[src/rtl/sensor_readout_regs.vh]
// Summary of operation
// - Command bits sampled, data bits launched, on serial clock rising edges.
// - Data output carries result, calibration word or status per last command.
// - Seven commands: pressure, temperature, four calibration words, reset.
// - Every transaction except the reset pattern opens with three high bits on the command input.
// - Four setup bits follow the start group and select the operation.
// - Three low stop bits follow every setup field.
// - Conversion start is acknowledged by data output going low to high.
// - End of conversion is data output high to low; host waits for it.
// - Host gives 17 clocks to read the 16-bit result.
// - Host may pause readout; device resumes at the same bit.
// - The 21-bit reset pattern is recognised in any state and resyncs.
// - Calibration data lives in a 64-bit read-only memory.
// - Calibration memory reads as four 16-bit words, one per command.
// - Pressure and temperature results are 16-bit raw values.
`ifndef SENSOR_READOUT_REGS_VH
`define SENSOR_READOUT_REGS_VH
// ***************************************************************
// Command codes and patterns
// ***************************************************************
`define SETUP_PRESSURE     4'hA
`define SETUP_TEMPERATURE  4'h9
`define SETUP_CAL_ONE      4'h5
`define SETUP_CAL_TWO      4'h6
`define SETUP_CAL_THREE    4'h3
`define SETUP_CAL_FOUR     4'hC
`define RESET_PATTERN      21'h155540
`define RESET_LEN          5'h15
`define START_LEN          3'h3
`define SETUP_LEN          3'h4
`define STOP_LEN           3'h3
`define ACK_CLOCKS         2'h2
`define RESULT_CLOCKS      5'h11
// ***************************************************************
// Calibration memory and conversion timing
// ***************************************************************
`define CAL_ROM_VALUE      64'h0123456789ABCDEF
`define CONV_MCLK_EDGES    16'h0480
`define DATA_IDLE          1'b0
`endif

[src/rtl/word_buffer.v]
`timescale 1ns/1ns
`default_nettype none
module word_buffer (
	// Clock and reset
	input  wire        clk,
	input  wire        rst_n,
	// Fill side
	input  wire        in_valid,
	output wire        in_ready,
	input  wire [15:0] in_data,
	// Drain side
	output wire        out_valid,
	input  wire        out_ready,
	output wire [15:0] out_data
);
	reg [15:0] mem_r [0:1];
	reg        wr_r;
	reg        rd_r;
	reg [1:0]  cnt_r;
	wire       push;
	wire       pop;
	assign in_ready  = (cnt_r != 2'h2);
	assign out_valid = (cnt_r != 2'h0);
	assign out_data  = mem_r[rd_r];
	assign push      = in_valid && in_ready;
	assign pop       = out_valid && out_ready;
	always @(posedge clk) begin
		if (!rst_n) begin
			wr_r     <= 1'b0;
			rd_r     <= 1'b0;
			cnt_r    <= 2'h0;
			mem_r[0] <= 16'h0000;
			mem_r[1] <= 16'h0000;
		end else begin
			if (push) begin
				mem_r[wr_r] <= in_data;
				wr_r        <= ~wr_r;
			end
			if (pop)
				rd_r <= ~rd_r;
			if (push && !pop)
				cnt_r <= cnt_r + 2'h1;
			else if (pop && !push)
				cnt_r <= cnt_r - 2'h1;
		end
	end
endmodule
`default_nettype wire

[src/rtl/pressure_sensor_serial_readout.v]
`timescale 1ns/1ns
`default_nettype none
`include "sensor_readout_regs.vh"
module pressure_sensor_serial_readout (
	// Clock and reset
	input  wire        clk,
	input  wire        rst_n,
	// Serial link pins
	input  wire        serial_clock,
	input  wire        command_in,
	output wire        sensor_data_out,
	// Conversion master clock pin
	input  wire        conversion_master_clock,
	// Converter data inputs
	input  wire [15:0] pressure_raw,
	input  wire [15:0] temperature_raw,
	// Status
	output wire        busy
);
	// ***************************************************************
	// Pin synchronisers and edge detection
	// ***************************************************************
	reg [1:0] sck_s_r;
	reg [1:0] din_s_r;
	reg [1:0] mck_s_r;
	reg       sck_d_r;
	reg       mck_d_r;
	always @(posedge clk) begin
		if (!rst_n) begin
			sck_s_r <= 2'h0;
			din_s_r <= 2'h0;
			mck_s_r <= 2'h0;
			sck_d_r <= 1'b0;
			mck_d_r <= 1'b0;
		end else begin
			sck_s_r <= {sck_s_r[0], serial_clock};
			din_s_r <= {din_s_r[0], command_in};
			mck_s_r <= {mck_s_r[0], conversion_master_clock};
			sck_d_r <= sck_s_r[1];
			mck_d_r <= mck_s_r[1];
		end
	end
	wire sck_rise = sck_s_r[1] && !sck_d_r;
	wire mck_rise = mck_s_r[1] && !mck_d_r;
	wire din_bit  = din_s_r[1];
	// ***************************************************************
	// Protocol states
	// ***************************************************************
	localparam ST_IDLE  = 3'h0;
	localparam ST_START = 3'h1;
	localparam ST_SETUP = 3'h2;
	localparam ST_STOP  = 3'h3;
	localparam ST_ACK   = 3'h4;
	localparam ST_CONV  = 3'h5;
	localparam ST_LOAD  = 3'h6;
	localparam ST_SHIFT = 3'h7;
	reg [2:0]  state_r;
	reg [2:0]  state_nxt;
	reg [2:0]  cnt_r;
	reg [2:0]  cnt_nxt;
	reg [3:0]  setup_r;
	reg [3:0]  setup_nxt;
	reg [4:0]  bits_r;
	reg [4:0]  bits_nxt;
	reg [15:0] shift_r;
	reg [15:0] shift_nxt;
	reg        dout_r;
	reg        dout_nxt;
	reg        conv_r;
	reg        conv_nxt;
	reg [15:0] mck_cnt_r;
	reg [15:0] mck_cnt_nxt;
	reg [20:0] rst_hist_r;
	reg        push;
	reg        pop;
	reg [15:0] push_data;
	wire       buf_in_ready;
	wire       buf_out_valid;
	wire [15:0] buf_out_data;
	// Calibration memory, four words
	wire [63:0] cal_rom = `CAL_ROM_VALUE;
	wire [15:0] cal_word [0:3];
	genvar gi;
	generate
		for (gi = 0; gi < 4; gi = gi + 1) begin : g_cal
			assign cal_word[gi] = cal_rom[63 - 16 * gi -: 16];
		end
	endgenerate
	// Reset pattern watcher over every sampled bit
	wire rst_seen = ({rst_hist_r[19:0], din_bit} == `RESET_PATTERN);
	always @(posedge clk) begin
		if (!rst_n)
			rst_hist_r <= 21'h000000;
		else if (sck_rise)
			rst_hist_r <= {rst_hist_r[19:0], din_bit};
	end
	// ***************************************************************
	// Next-state logic
	// ***************************************************************
	always @* begin
		state_nxt   = state_r;
		cnt_nxt     = cnt_r;
		setup_nxt   = setup_r;
		bits_nxt    = bits_r;
		shift_nxt   = shift_r;
		dout_nxt    = dout_r;
		conv_nxt    = conv_r;
		mck_cnt_nxt = mck_cnt_r;
		push        = 1'b0;
		pop         = 1'b0;
		push_data   = 16'h0000;
		if (sck_rise && rst_seen) begin
			state_nxt = ST_IDLE;
			cnt_nxt   = 3'h0;
			dout_nxt  = `DATA_IDLE;
			conv_nxt  = 1'b0;
		end else begin
			case (state_r)
			ST_IDLE: begin
				dout_nxt = `DATA_IDLE;
				if (sck_rise && din_bit) begin
					state_nxt = ST_START;
					cnt_nxt   = 3'h1;
				end
			end
			ST_START: if (sck_rise) begin
				if (!din_bit) begin
					state_nxt = ST_IDLE;
				end else if (cnt_r + 3'h1 == `START_LEN) begin
					state_nxt = ST_SETUP;
					cnt_nxt   = 3'h0;
				end else begin
					cnt_nxt = cnt_r + 3'h1;
				end
			end
			ST_SETUP: if (sck_rise) begin
				setup_nxt = {setup_r[2:0], din_bit};
				cnt_nxt   = cnt_r + 3'h1;
				if (cnt_r + 3'h1 == `SETUP_LEN) begin
					state_nxt = ST_STOP;
					cnt_nxt   = 3'h0;
				end
			end
			ST_STOP: if (sck_rise) begin
				if (din_bit) begin
					state_nxt = ST_IDLE;
				end else if (cnt_r + 3'h1 == `STOP_LEN) begin
					cnt_nxt = 3'h0;
					case (setup_r)
					`SETUP_PRESSURE, `SETUP_TEMPERATURE: begin
						state_nxt = ST_ACK;
						dout_nxt  = 1'b1;
						conv_nxt  = 1'b1;
						mck_cnt_nxt = 16'h0000;
					end
					`SETUP_CAL_ONE, `SETUP_CAL_TWO, `SETUP_CAL_THREE,
					`SETUP_CAL_FOUR: begin
						state_nxt = ST_LOAD;
						push      = buf_in_ready;
						case (setup_r)
						`SETUP_CAL_ONE:   push_data = cal_word[0];
						`SETUP_CAL_TWO:   push_data = cal_word[1];
						`SETUP_CAL_THREE: push_data = cal_word[2];
						default:          push_data = cal_word[3];
						endcase
					end
					default: state_nxt = ST_IDLE;
					endcase
				end else begin
					cnt_nxt = cnt_r + 3'h1;
				end
			end
			ST_ACK: begin
				// Conversion runs from the acknowledge, link clock or not
				if (mck_rise)
					mck_cnt_nxt = mck_cnt_r + 16'h0001;
				if (sck_rise) begin
					cnt_nxt = cnt_r + 3'h1;
					if (cnt_r + 3'h1 == {1'b0, `ACK_CLOCKS})
						state_nxt = ST_CONV;
				end
			end
			ST_CONV: begin
				if (mck_rise)
					mck_cnt_nxt = mck_cnt_r + 16'h0001;
				if (mck_cnt_r == `CONV_MCLK_EDGES && buf_in_ready) begin
					push      = 1'b1;
					push_data = (setup_r == `SETUP_PRESSURE) ?
						pressure_raw : temperature_raw;
					dout_nxt  = 1'b0;
					conv_nxt  = 1'b0;
					state_nxt = ST_LOAD;
				end
			end
			ST_LOAD: begin
				if (buf_out_valid) begin
					pop       = 1'b1;
					shift_nxt = buf_out_data;
					bits_nxt  = 5'h00;
					state_nxt = ST_SHIFT;
				end
			end
			ST_SHIFT: if (sck_rise) begin
				bits_nxt = bits_r + 5'h01;
				if (bits_r < 5'h10) begin
					dout_nxt  = shift_r[15];
					shift_nxt = {shift_r[14:0], 1'b0};
				end else begin
					dout_nxt = `DATA_IDLE;
				end
				if (bits_r + 5'h01 == `RESULT_CLOCKS)
					state_nxt = ST_IDLE;
			end
			default: state_nxt = ST_IDLE;
			endcase
		end
	end
	always @(posedge clk) begin
		if (!rst_n) begin
			state_r   <= ST_IDLE;
			cnt_r     <= 3'h0;
			setup_r   <= 4'h0;
			bits_r    <= 5'h00;
			shift_r   <= 16'h0000;
			dout_r    <= `DATA_IDLE;
			conv_r    <= 1'b0;
			mck_cnt_r <= 16'h0000;
		end else begin
			state_r   <= state_nxt;
			cnt_r     <= cnt_nxt;
			setup_r   <= setup_nxt;
			bits_r    <= bits_nxt;
			shift_r   <= shift_nxt;
			dout_r    <= dout_nxt;
			conv_r    <= conv_nxt;
			mck_cnt_r <= mck_cnt_nxt;
		end
	end
	// ***************************************************************
	// Result buffer
	// ***************************************************************
	word_buffer word_buffer_inst (
		.clk       (clk),
		.rst_n     (rst_n),
		.in_valid  (push),
		.in_ready  (buf_in_ready),
		.in_data   (push_data),
		.out_valid (buf_out_valid),
		.out_ready (pop),
		.out_data  (buf_out_data)
	);
	assign sensor_data_out = dout_r;
	assign busy            = conv_r;
endmodule
`default_nettype wire

[config.mk]
export PLATFORM = sky130hd
export DESIGN_NAME = pressure_sensor_serial_readout
export DESIGN_NICKNAME = d
export VERILOG_FILES = /design/src/rtl/word_buffer.v /design/src/rtl/pressure_sensor_serial_readout.v
export VERILOG_INCLUDE_DIRS = /design/src /design/src/rtl
export SDC_FILE = /design/constraint.sdc
export NUM_CORES = 1
export LEC_CHECK = 0
export BUFFER_PORTS_ARGS = -buffer_cell sky130_fd_sc_hd__clkbuf_2
export CAP_MARGIN = 20
export CORE_ASPECT_RATIO = 1.1
export CORE_UTILIZATION = 45
export CTS_CLUSTER_DIAMETER = 120
export DETAILED_ROUTE_END_ITERATION = 8
export GPL_TIMING_DRIVEN = 0
export PLACE_DENSITY = 0.66
export SETUP_SLACK_MARGIN = 0.5
export SLEW_MARGIN = 20
export SYNTH_ARGS = -nofsm -noshare
export SYNTH_HDL_FRONTEND = slang
export SYNTH_HIERARCHICAL = 1
export SYNTH_SLANG_ARGS = --single-unit
[constraint.sdc]
create_clock -name clk -period 3.6 [get_ports clk]
set_input_delay 1.08 -clock clk [delete_from_list [all_inputs] [get_ports clk]]
set_output_delay 1.08 -clock clk [all_outputs]
set_load 0.02 [all_outputs]
# ---- Word-level counts from Yosys, hierarchy flattened
# Memory sizes are Yosys's and may differ from the RTL's. A register that Yosys moved wholly into a read port is not among the register bits.
# Cells that the tools add are included.
dict set report classes {
  n_lt_le_gt_ge 1
  bitwise_logic 4
  eq_ne 39
  n_addsub 5
  n_reduce_logical 34
  muxes 78
}
# operator count
set op_table {}
lappend op_table {{16-bit two-way mux} 16}
lappend op_table {{16-bit case mux with 2 select lines} 3}
lappend op_table {{3-bit two-way mux} 23}
lappend op_table {{16-bit case mux with 3 select lines} 1}
lappend op_table {{2-bit inequality test (second input constant)} 15}
lappend op_table {{1-bit two-way mux} 24}
lappend op_table {{3-bit case mux with 8 select lines} 1}
lappend op_table {{21-bit == test (second input constant)} 1}
lappend op_table {{16-bit by 1-bit adder with 16-bit output (second input constant)} 1}
lappend op_table {{16-bit by 11-bit == test with 1-bit output (second input constant)} 1}
lappend op_table {{16-bit OR reduction} 1}
lappend op_table {{3-bit == test (second input constant)} 5}
lappend op_table {{3-bit case mux with 5 select lines} 1}
lappend op_table {{7-bit AND reduction} 2}
lappend op_table {{13-bit AND reduction} 1}
lappend op_table {{3-bit by 2-bit == test with 1-bit output (second input constant)} 4}
lappend op_table {{4-bit == test (second input constant)} 3}
lappend op_table {{5-bit two-way mux} 2}
lappend op_table {{5-bit case mux with 2 select lines} 1}
lappend op_table {{2-bit nonzero test} 5}
lappend op_table {{1-bit logical AND} 9}
lappend op_table {{4-bit by 3-bit == test with 1-bit output (second input constant)} 2}
lappend op_table {{8-bit AND reduction} 1}
lappend op_table {{2-bit by 1-bit inequality test with 1-bit output (second input constant)} 3}
lappend op_table {{other kinds (24)} 35}
dict set report totals {
  output_inout_bits 2
  ram_bits 32
  elab_cells 179
  inputBits 37
  n_memories 1
  reg_bits 81
}
# memory depth width read_ports rd_clocked_by_memory_dff write_ports line_no
set memory_table {}
lappend memory_table {word_buffer_inst.mem_r 2 16 1 1 2 word_buffer.v:16} ;# reg [15:0] mem_r [0:1];

# ---- Logic depth before layout (Yosys ltp)
# Gate-level depths: netlist (run 1).
dict set report depth {
  ltp_word 14
  ltp_mapped 13
  ltp_nobuf 12
}

# ---- By module
# Netlist (run 1), hierarchy kept.
# mod cells_each area_each_um2 n_inst seq_area_each_um2
set by_module_without_submodules {}
lappend by_module_without_submodules {pressure_sensor_serial_readout 521 4241.6 1 1541.5}
lappend by_module_without_submodules {word_buffer 128 1635.3 1 1061.0}

# ---- Worst setup path after synthesis (run 1)
# No wires, ideal clock.
dict set report synth_path {
  path_type {reg-to-reg}
  from {reg state_r[1]}
  to {mem word_buffer_inst.mem_r[0][0], enable pin}
  slack_ns 0.452
  arrival_time_ns 2.777
  required_ns 3.228
  n_path_buf 3
  path_stages_with_launch 10
  period_less_slack_ns 3.148
  setup_time_ns 0.372
  path_cell_list {dfxtp_1 > buf_4 > buf_2 > xnor2_1 > nor3_1 > nand2_1 > o21ai_0 > nand3b_4 > buf_6 > nand2_1}
}
# item line_no
set synth_rtl {}
lappend synth_rtl {{start: declaration} pressure_sensor_serial_readout.v:57} ;# reg [2:0] state_r;
lappend synth_rtl {{start signal: assignment} pressure_sensor_serial_readout.v:229} ;# state_r <= state_nxt;
lappend synth_rtl {{end: declaration} word_buffer.v:16}

# ---- Final worst setup path (run 1)
dict set report layout_path {
  from {reg din_s_r[1]}
  to {reg word_buffer_inst.cnt_r[1]}
}
dict set report layout_via {
  elab_chain_len 8
  word_cells_on_any_way 15
  classes_between {1 x eq/ne; 6 x mux; 8 x reduce/logical}
}
# item line_no
set layout_rtl {}
lappend layout_rtl {{start: declaration} pressure_sensor_serial_readout.v:24} ;# reg [1:0] din_s_r;
lappend layout_rtl {{start signal: assignment} pressure_sensor_serial_readout.v:37} ;# din_s_r <= {din_s_r[0], command_in};
lappend layout_rtl {{1-bit two-way mux} pressure_sensor_serial_readout.v:145} ;# if (din_bit) begin
lappend layout_rtl {{1-bit two-way mux} pressure_sensor_serial_readout.v:144} ;# ST_STOP: if (sck_rise) begin
lappend layout_rtl {{1-bit case mux with 2 select lines} pressure_sensor_serial_readout.v:118} ;# case (state_r)
lappend layout_rtl {{1-bit two-way mux *} pressure_sensor_serial_readout.v:112} ;# if (sck_rise && rst_seen) begin
lappend layout_rtl {{via push} pressure_sensor_serial_readout.v:74} ;# reg push;
lappend layout_rtl {{1-bit logical AND *} word_buffer.v:25} ;# assign push = in_valid && in_ready;
lappend layout_rtl {{via word_buffer_inst.push} word_buffer.v:20} ;# wire push;
lappend layout_rtl {{1-bit logical NOT} word_buffer.v:43} ;# else if (pop && !push)
lappend layout_rtl {{1-bit logical AND} word_buffer.v:43}
lappend layout_rtl {{2-bit nonzero test (no line)} n/a}
lappend layout_rtl {{end signal: assignment} word_buffer.v:42} ;# cnt_r <= cnt_r + 2'h1;
lappend layout_rtl {{end signal: assignment} word_buffer.v:44} ;# cnt_r <= cnt_r - 2'h1;
lappend layout_rtl {{end: declaration} word_buffer.v:19} ;# reg [1:0] cnt_r;
# The timed path passes the listed nets; every way through them passes the cells marked *.
# A chain may end at the register's enable or synchronous reset.

==> results of run 1 <==
## cells in the mapped netlist, types with 3 or more instances
library cell	instances	share of area, %
a31o_2	3	0.45
xor2_1	9	1.3
clkbuf_1	23	1.5
buf_6	6	1.1
nor4b_1	5	0.75
a211oi_2	15	3.2
o21a_1	7	0.89
o21ai_0	18	1.5
or4_1	3	0.38
nor3_1	15	1.3
or3_1	5	0.53
ha_1	9	1.9
nor4bb_1	4	0.68
inv_1	13	0.83
and3_1	6	0.64
buf_2	9	0.77
dfxtp_1	82	28
o31ai_1	3	0.38
nand4_1	10	1.1
nand2b_1	9	0.96
nor2_1	78	5.0
nor2b_1	6	0.64
and2_1	12	1.3
mux2_2	17	3.3
nand2_1	100	6.4
a211oi_1	5	0.64
nand3_1	18	1.5
o32ai_1	3	0.45
a21boi_0	3	0.38
edfxtp_1	32	16
xnor2_1	7	1.0
nor4_1	4	0.43
buf_4	3	0.38
a21oi_1	46	3.9
o211ai_1	5	0.64
mux2i_1	26	4.4
## timing repair
action	CTS	global route
gates resized for setup	10	10
endpoints found under the setup margin	52	33
pin swaps	1	1
cloned	0	0
setup buffers	1	0
hold buffers	0	0
## state kept, by name (all words and copies together), names as in the netlist, named ones only
signal	flops
word_buffer_inst/mem_r	32
rst_hist_r	20
mck_cnt_r	16
shift_r	16
bits_r	5
setup_r	4
cnt_r	3
state_r	3
din_s_r	2
mck_s_r	2
sck_s_r	2
word_buffer_inst/cnt_r	2
busy	1
mck_d_r	1
sck_d_r	1
sensor_data_out	1
word_buffer_inst/rd_r	1
word_buffer_inst/wr_r	1
## power groups by stage
stage | Combinational (mW) | Clock (mW) | Sequential [mW]
after floorplan | 0.0526 | 0 | 1.37
after global placement | 0.0905 | 0 | 1.37
after detailed placement | 0.0918 | 0 | 1.37
after CTS | 0.0933 | 1.62 | 1.34
after global routing | 0.103 | 1.68 | 1.34
final | 0.0928 | 1.59 | 1.34
## layout by cell type (no fill, tap or decap), types with 4 or more instances in the layout
cell,n
buf_4,5
nor2b_1,6
mux2_2,17
inv_1,13
a211oi_1,5
nand2b_1,9
ha_1,9
or3_1,5
nand2_1,98
edfxtp_1,32
and2_1,12
clkbuf_16,18
and3_1,6
a211oi_2,15
o21a_1,7
xor2_1,9
o211ai_1,5
clkbuf_8,7
o21ai_0,17
a21oi_1,46
clkbuf_2,38
dfxtp_1,81
nand4_1,10
nor3_1,13
mux2i_1,26
clkbuf_1,25
buf_6,6
buf_2,9
nor4b_1,4
nor2_1,77
nand3_1,17
xnor2_1,7
nor4_1,4
## worst register-to-register path, delay by kind of cell (launching register included)
kind,cells,cell delay (ns)
DFF,1,0.33
buffers and inverters,1,0.26
adders and majority gates,1,0.26
AOI/OAI and AO/OA,2,0.44
and+or+nand+nor,6,1.61
## layout make-up
class / count / area [um^2]
clock inverter: 3 / 15.0
clock buffer: 28 / 558
inverter: 15 / 56.3
fill: 1156 / 5780
tap: 157 / 196
timing repair buffer: 39 / 198
buffer: 42 / 229
multi-input combinational: 478 / 3070
sequential: 114 / 2600
## cells by family (layout without fill, tap and decap cells)
logic type               count (synthesis)  count (layout)  share of synthesized area [%]
AO/OA/AOI/OAI                          120             120                           14.8
XOR/XNOR                                17              17                           2.66
multiplexers                            43              43                           7.69
adder cells (fa/ha/maj)                  9               9                           1.92
buffers and inverters                   57             127                           4.79
flip-flops                             114             114                           44.3
AND/OR/NAND/NOR                        289             289                           23.9
## final timing paths
kind | from | to | depth (start not counted)
worst max-delay path | din_s_r[1] | word_buffer_inst/cnt_r[1] | 10
worst max register to register | din_s_r[1] | word_buffer_inst/cnt_r[1] | 10
worst min register to register | mck_s_r[0] | mck_s_r[1] | 1
worst min-delay path | mck_s_r[0] | mck_s_r[1] | 1
## stage by stage
step / cell area (um^2) / power, mW / TNS [ns] / instances
after floorplan: 5880 / 1.42 / 0 / 649
after global placement: 6260 / 1.46 / -10.82 / 844
after detailed placement: 6270 / 1.46 / -10.42 / 844
after CTS: 6890 / 3.06 / 0 / 876
after global routing: 6920 / 3.13 / 0 / 876
final: 6920 / 3.03 / 0 / 876
## per-layer routing
metal / up-vias / share of wire, % / routed length [um]
li1: 2408 / - / -
met1: 2220 / 45 / 6240
met2: 98 / 49 / 6750
met3: 20 / 3.8 / 525
met4: 0 / 1.6 / 217
met5: - / 0 / 0
==> results by group, run 1 <==
Logic synthesis
  • Mapped Area: just under 6000 um^2
  • Syn_nets: between 600 and 700
  • Async S/R FF share, synth: 0%
  • EDFF count, synth: 32
  • Synth warn: 6
  • Sequential cell area fraction in the yosys report: 44.3%
  • Flops & latches, synth: between 100 and 150
  • Post-synthesis cell count: 649
  • Number of unique standard cell types used by synthesis: 61
  • Synth Flop Type: dfxtp_1
  • Syn_area_per_cell: 9.06 um^2

Pwr
  • Pint: 2.41 mW
  • Pleak: between 2 and 3 nW
  • Switch Pwr: ~0.6 mW
  • Clock network fraction of total power: 52.6%
  • Sequential Power Share: ~44%
  • Switching power share of the total: 20.4%
  • Comb pwr share: just over 3%
  • Max VDD drop: 0.256 mV
  • Power Density: 438 nW/um^2

Worst setup path
  • Critical path arrival: 3.31 ns
  • Critical Path Fanout Max: 10
  • Data required time of the worst path: 3.94 ns
  • Worst path max stage delay: between 0.3 and 0.4 ns
  • Critical-path cell list: clkbuf_1 > nor4bb_1 > nand4_1 > nor2_2 > nand2_1 > o21ai_4 > and2_1 > ha_1 > or3_1 > a21boi_0
  • CP Class: reg -> reg
  • Worst setup EP type: flip-flop
  • CP Buf/Inv Count: 1
  • Crit-path leading delay family: simple AND/OR/NAND/NOR gates
  • Slowest CP cell: or3_1
  • CP startpoint kind: flip-flop
  • R2r setup slk: 0.64 ns

Floorplan
  • Initial Util: a little under half
  • Die Y: ~120 um
  • Row count: 43
  • I/O pin count: 39
  • Core Region: 12,700 um^2
  • Die ar.: 13,500 um^2
  • DIE WIDTH: 111 um

Run
  • Max-cap violations: 0

CTS
  • CTS tree: built
  • CTS Buf Count: 17
  • Root Buffer: clkbuf_16
  • Clock Pin Slew Worst Setup and Hold Paths: 0.05 ns
  • H-tree depth: 4
  • CTS max path bufs: 2
  • Clock latency on the worst-skew pair: 0.42 ns
  • Clock tree sinks: 114

Global route
  • GRT met2 Usage: 37.3%
  • Initial antenna violation count: 0
  • GRT Total Usage: a little over a fifth
  • Met1 usage: 26.7%
  • Vias in the first global route: ~4,600
  • Top Usage Layer GRT: met2
  • Grt met3 use: 5.52%
  • GRT Residual Overflow: 0
  • Global-route wire length before repair: 22,900 um
  • Largest net degree at the start of global routing: 17

Finish
  • Ant diodes: 0
  • Nets@finish: roughly 750
  • Syn-to-layout area delta: 17.8%
  • Final design utilization: roughly 55%
  • Layout cells sized above 1: about a fifth

Timing
  • RSZ-0062 raised after global routing: no
  • Final Hold Fails: 0
  • Tcrit/Tclk final: 82.3%
  • Min Hold Slack: about 0.43 ns
  • Final worst slack: 0.637 ns
  • Fmax: 338 MHz
  • Fin crit period: 2.96 ns
  • Slew headroom: 51.3%
  • Final Skew: 0.00869 ns
  • Final Max Slew Viols: 0
  • Slew of the pin with the lowest slew margin: 0.725 ns
  • Final setup fails: 0

Route
  • Post-DRT Antenna Nets: 0
  • Vias per cell: around 5.4
  • Drt first pass iters: 7
  • Post-DR wirelength/cell: 15.7 um
  • DRC viols: 14
  • Routed WL: roughly 14,000 um
  • DRT iter0 DRCs: 283
  • Via Count: 4,746

Status
  • Status: finished with violations
  • Failing checks: DRC

Place
  • Final RePlAce weighted congestion: 0.845
  • Number of port buffers: 38
  • DP Worst Slack: -0.334 ns
  • DP Wirelength: 9830 um

Worst hold path
  • Hold Path Class: reg -> reg
(Power assumes the default switching activity.)
==> inputs of run 2 (changes only) <==
- PLACE_DENSITY: 0.66 -> 0.69
- clock period: 3.6 -> 2.7 ns (I/O delays scaled with it)
==> results by group, run 2 (synthesized netlist as in run 1, its figures left out) <==
Global route
  • Vias in the first global route: around 5,100
  • GRT Residual Overflow: 0
  • Global-route wire length before repair: 24,900 um
  • Largest net degree at the start of global routing: 17
  • GRT Total Usage: roughly a quarter
  • Initial antenna violation count: 0

Route
  • Routed WL: 15,600 um
  • DRC viols: 14
  • Drt first pass iters: 6
  • Vias per cell: 5.61
  • Via Count: ~5,200
  • Post-DRT Antenna Nets: 0
  • DRT iter0 DRCs: 299
  • Post-DR wirelength/cell: around 17 um

Place
  • DP Worst Slack: -0.279 ns
  • Cells after DPL: 844
  • DP Wirelength: 10,000 um
  • Final RePlAce weighted congestion: 0.887
  • Number of port buffers: 38

Status
  • Status: finished with violations
  • Failing checks: DRC

CTS
  • Clock tree sinks: about 110
  • Root Buffer: clkbuf_16
  • CTS tree: built
  • H-tree depth: 4
  • CTS max path bufs: 2
  • CTS Buf Count: 17
  • Clock Pin Slew Worst Setup and Hold Paths: ~0.050 ns
  • Clock latency on the worst-skew pair: 0.42 ns
  • CTS Hold Bufs: 0

Pwr
  • Switch Pwr: 0.846 mW
  • Max VDD drop: 0.285 mV
  • Clock network fraction of total power: 51.7%
  • Pint: approximately 3.2 mW
  • Power Density: 492 nW/um^2
  • Pleak: 2.98 nW
  • Switching power share of the total: 21.1%
  • Sequential Power Share: between 40% and 50%
  • Comb pwr share: roughly 3.5%
  • Tot Pwr: 4.00 mW

Timing
  • Setup_tns: 0 ns
  • Final Hold Fails: 0
  • Fin crit period: 2.69 ns
  • Final Skew: 0.00708 ns
  • Tcrit/Tclk final: 99.5%
  • Final setup fails: 0
  • RSZ-0062 raised after global routing: yes
  • Final Max Slew Viols: 0
  • Slew headroom: 49.5%
  • Slew of the pin with the lowest slew margin: 0.758 ns
  • Final worst slack: 0.0137 ns
  • Fmax: 372 MHz

Run
  • Max-cap violations: 0

Floorplan
  • Row count: 43
  • DIE WIDTH: 111 um
  • Initial Util: 46.3%
  • Die Y: 122 um
  • Die ar.: 13,500 um^2
  • Core Region: 12,700 um^2
  • I/O pin count: 39

Finish
  • Nets@finish: 799
  • Syn-to-layout area delta: 38.4%
  • Layout Cells excl Fill: 923
  • Largest register FFs: 32
  • Most frequent cells in the layout: nand2_1 (94), dfxtp_1 (74), a21oi_1 (45), clkbuf_2 (45), nor2_4 (36)
  • Largest regs: word_buffer_inst/mem_r (32), rst_hist_r (20)
  • Ant diodes: 0
  • Top reg by flops: word_buffer_inst/mem_r
  • Final design utilization: 64.1%
  • Layout cells sized above 1: 36.4%
  • Most common library cell in the layout ignoring fill and taps: nand2_1

Worst setup path
  • CP Launch Point: rst_hist_r[8]
  • CP startpoint kind: flip-flop
  • FF-to-FF End: word_buffer_inst/cnt_r[1]
  • Crit path capture: word_buffer_inst/cnt_r[1]
  • R2r setup slk: 0.01 ns
  • CP Class: reg -> reg
  • Data required time of the worst path: 3.05 ns
  • Reg-to-reg startpoint: rst_hist_r[8]
  • Critical path arrival: 3.03 ns
  • Worst setup EP type: flip-flop
  • Worst Reg-to-Reg Cells: 12
  • Critical Path Fanout Max: 3

Worst hold path
  • Cell count of the worst hold path: 1
  • Hold Path Class: reg -> reg
==> run 2: timing repair <==
item	CTS	global route
buffers inserted	29	12
gates cloned	5	1
setup endpoints to repair	105	115
pin swaps	20	25
resized for setup	116	81
==> run 2: worst min-delay path by stage <==
stage / slack (ns) / from / to
2_1_floorplan: 0.41 / din_s_r[0] / din_s_r[1]
3_3_place_gp: 0.41 / sck_s_r[0] / sck_s_r[1]
3_5_place_dp: 0.42 / din_s_r[0] / din_s_r[1]
4_1_cts: 0.43 / din_s_r[0] / din_s_r[1]
5_1_grt: 0.45 / mck_s_r[0] / mck_s_r[1]
6_report: 0.43 / mck_s_r[0] / mck_s_r[1]
==> run 2: metrics by stage <==
step	instance area (um^2)	hold slack, ns
CTS	7720	0.434
global placement	6370	0.414
finish	8130	0.430
global route	8130	0.448
floorplan	5990	0.412
detailed placement	6370	0.418
==> run 2: metal layers <==
| layer | vias up | part of all wire [%] | GRT usage [%] |
|---|---|---|---|
| met5 | - | 0 | 0 |
| met4 | 0 | 3.1 | 14.7 |
| met3 | 40 | 4.1 | 4.53 |
| met2 | 151 | 51 | 41.4 |
| met1 | 2479 | 42 | 27.0 |
| li1 | 2510 | - | - |
==> run 2: cell type report <==
type                            instances  area, um^2
Tap cell                              157         196
Clock inverter                          4        22.5
Inverter                               15        56.3
Multi-Input combinational cell        481        3690
Buffer                                 42         325
Clock buffer                           28         528
Sequential cell                       114        2610
Fill cell                             958        4560
Timing Repair Buffer                   82         698
==> run 2: power groups by stage <==
stage / clock network (mW) / registers (mW) / logic [mW]
detailed placement: 0 / 1.83 / 0.125
CTS: 2.09 / 1.79 / 0.137
floorplan: 0 / 1.82 / 0.0733
finish: 2.07 / 1.79 / 0.140
global placement: 0 / 1.82 / 0.122
global route: 2.16 / 1.79 / 0.152
==> run 2: critical path, cell delays in order, from the launching register on <==
cell	delay (ns)
dfxtp_2	0.31
nand4b_1	0.17
or4b_4	0.51
or3_4	0.38
buf_6	0.14
nand2b_4	0.07
buf_8	0.11
o21ai_4	0.06
and2_4	0.16
ha_4	0.15
xor2_1	0.14
or3_1	0.30
a21boi_1	0.12
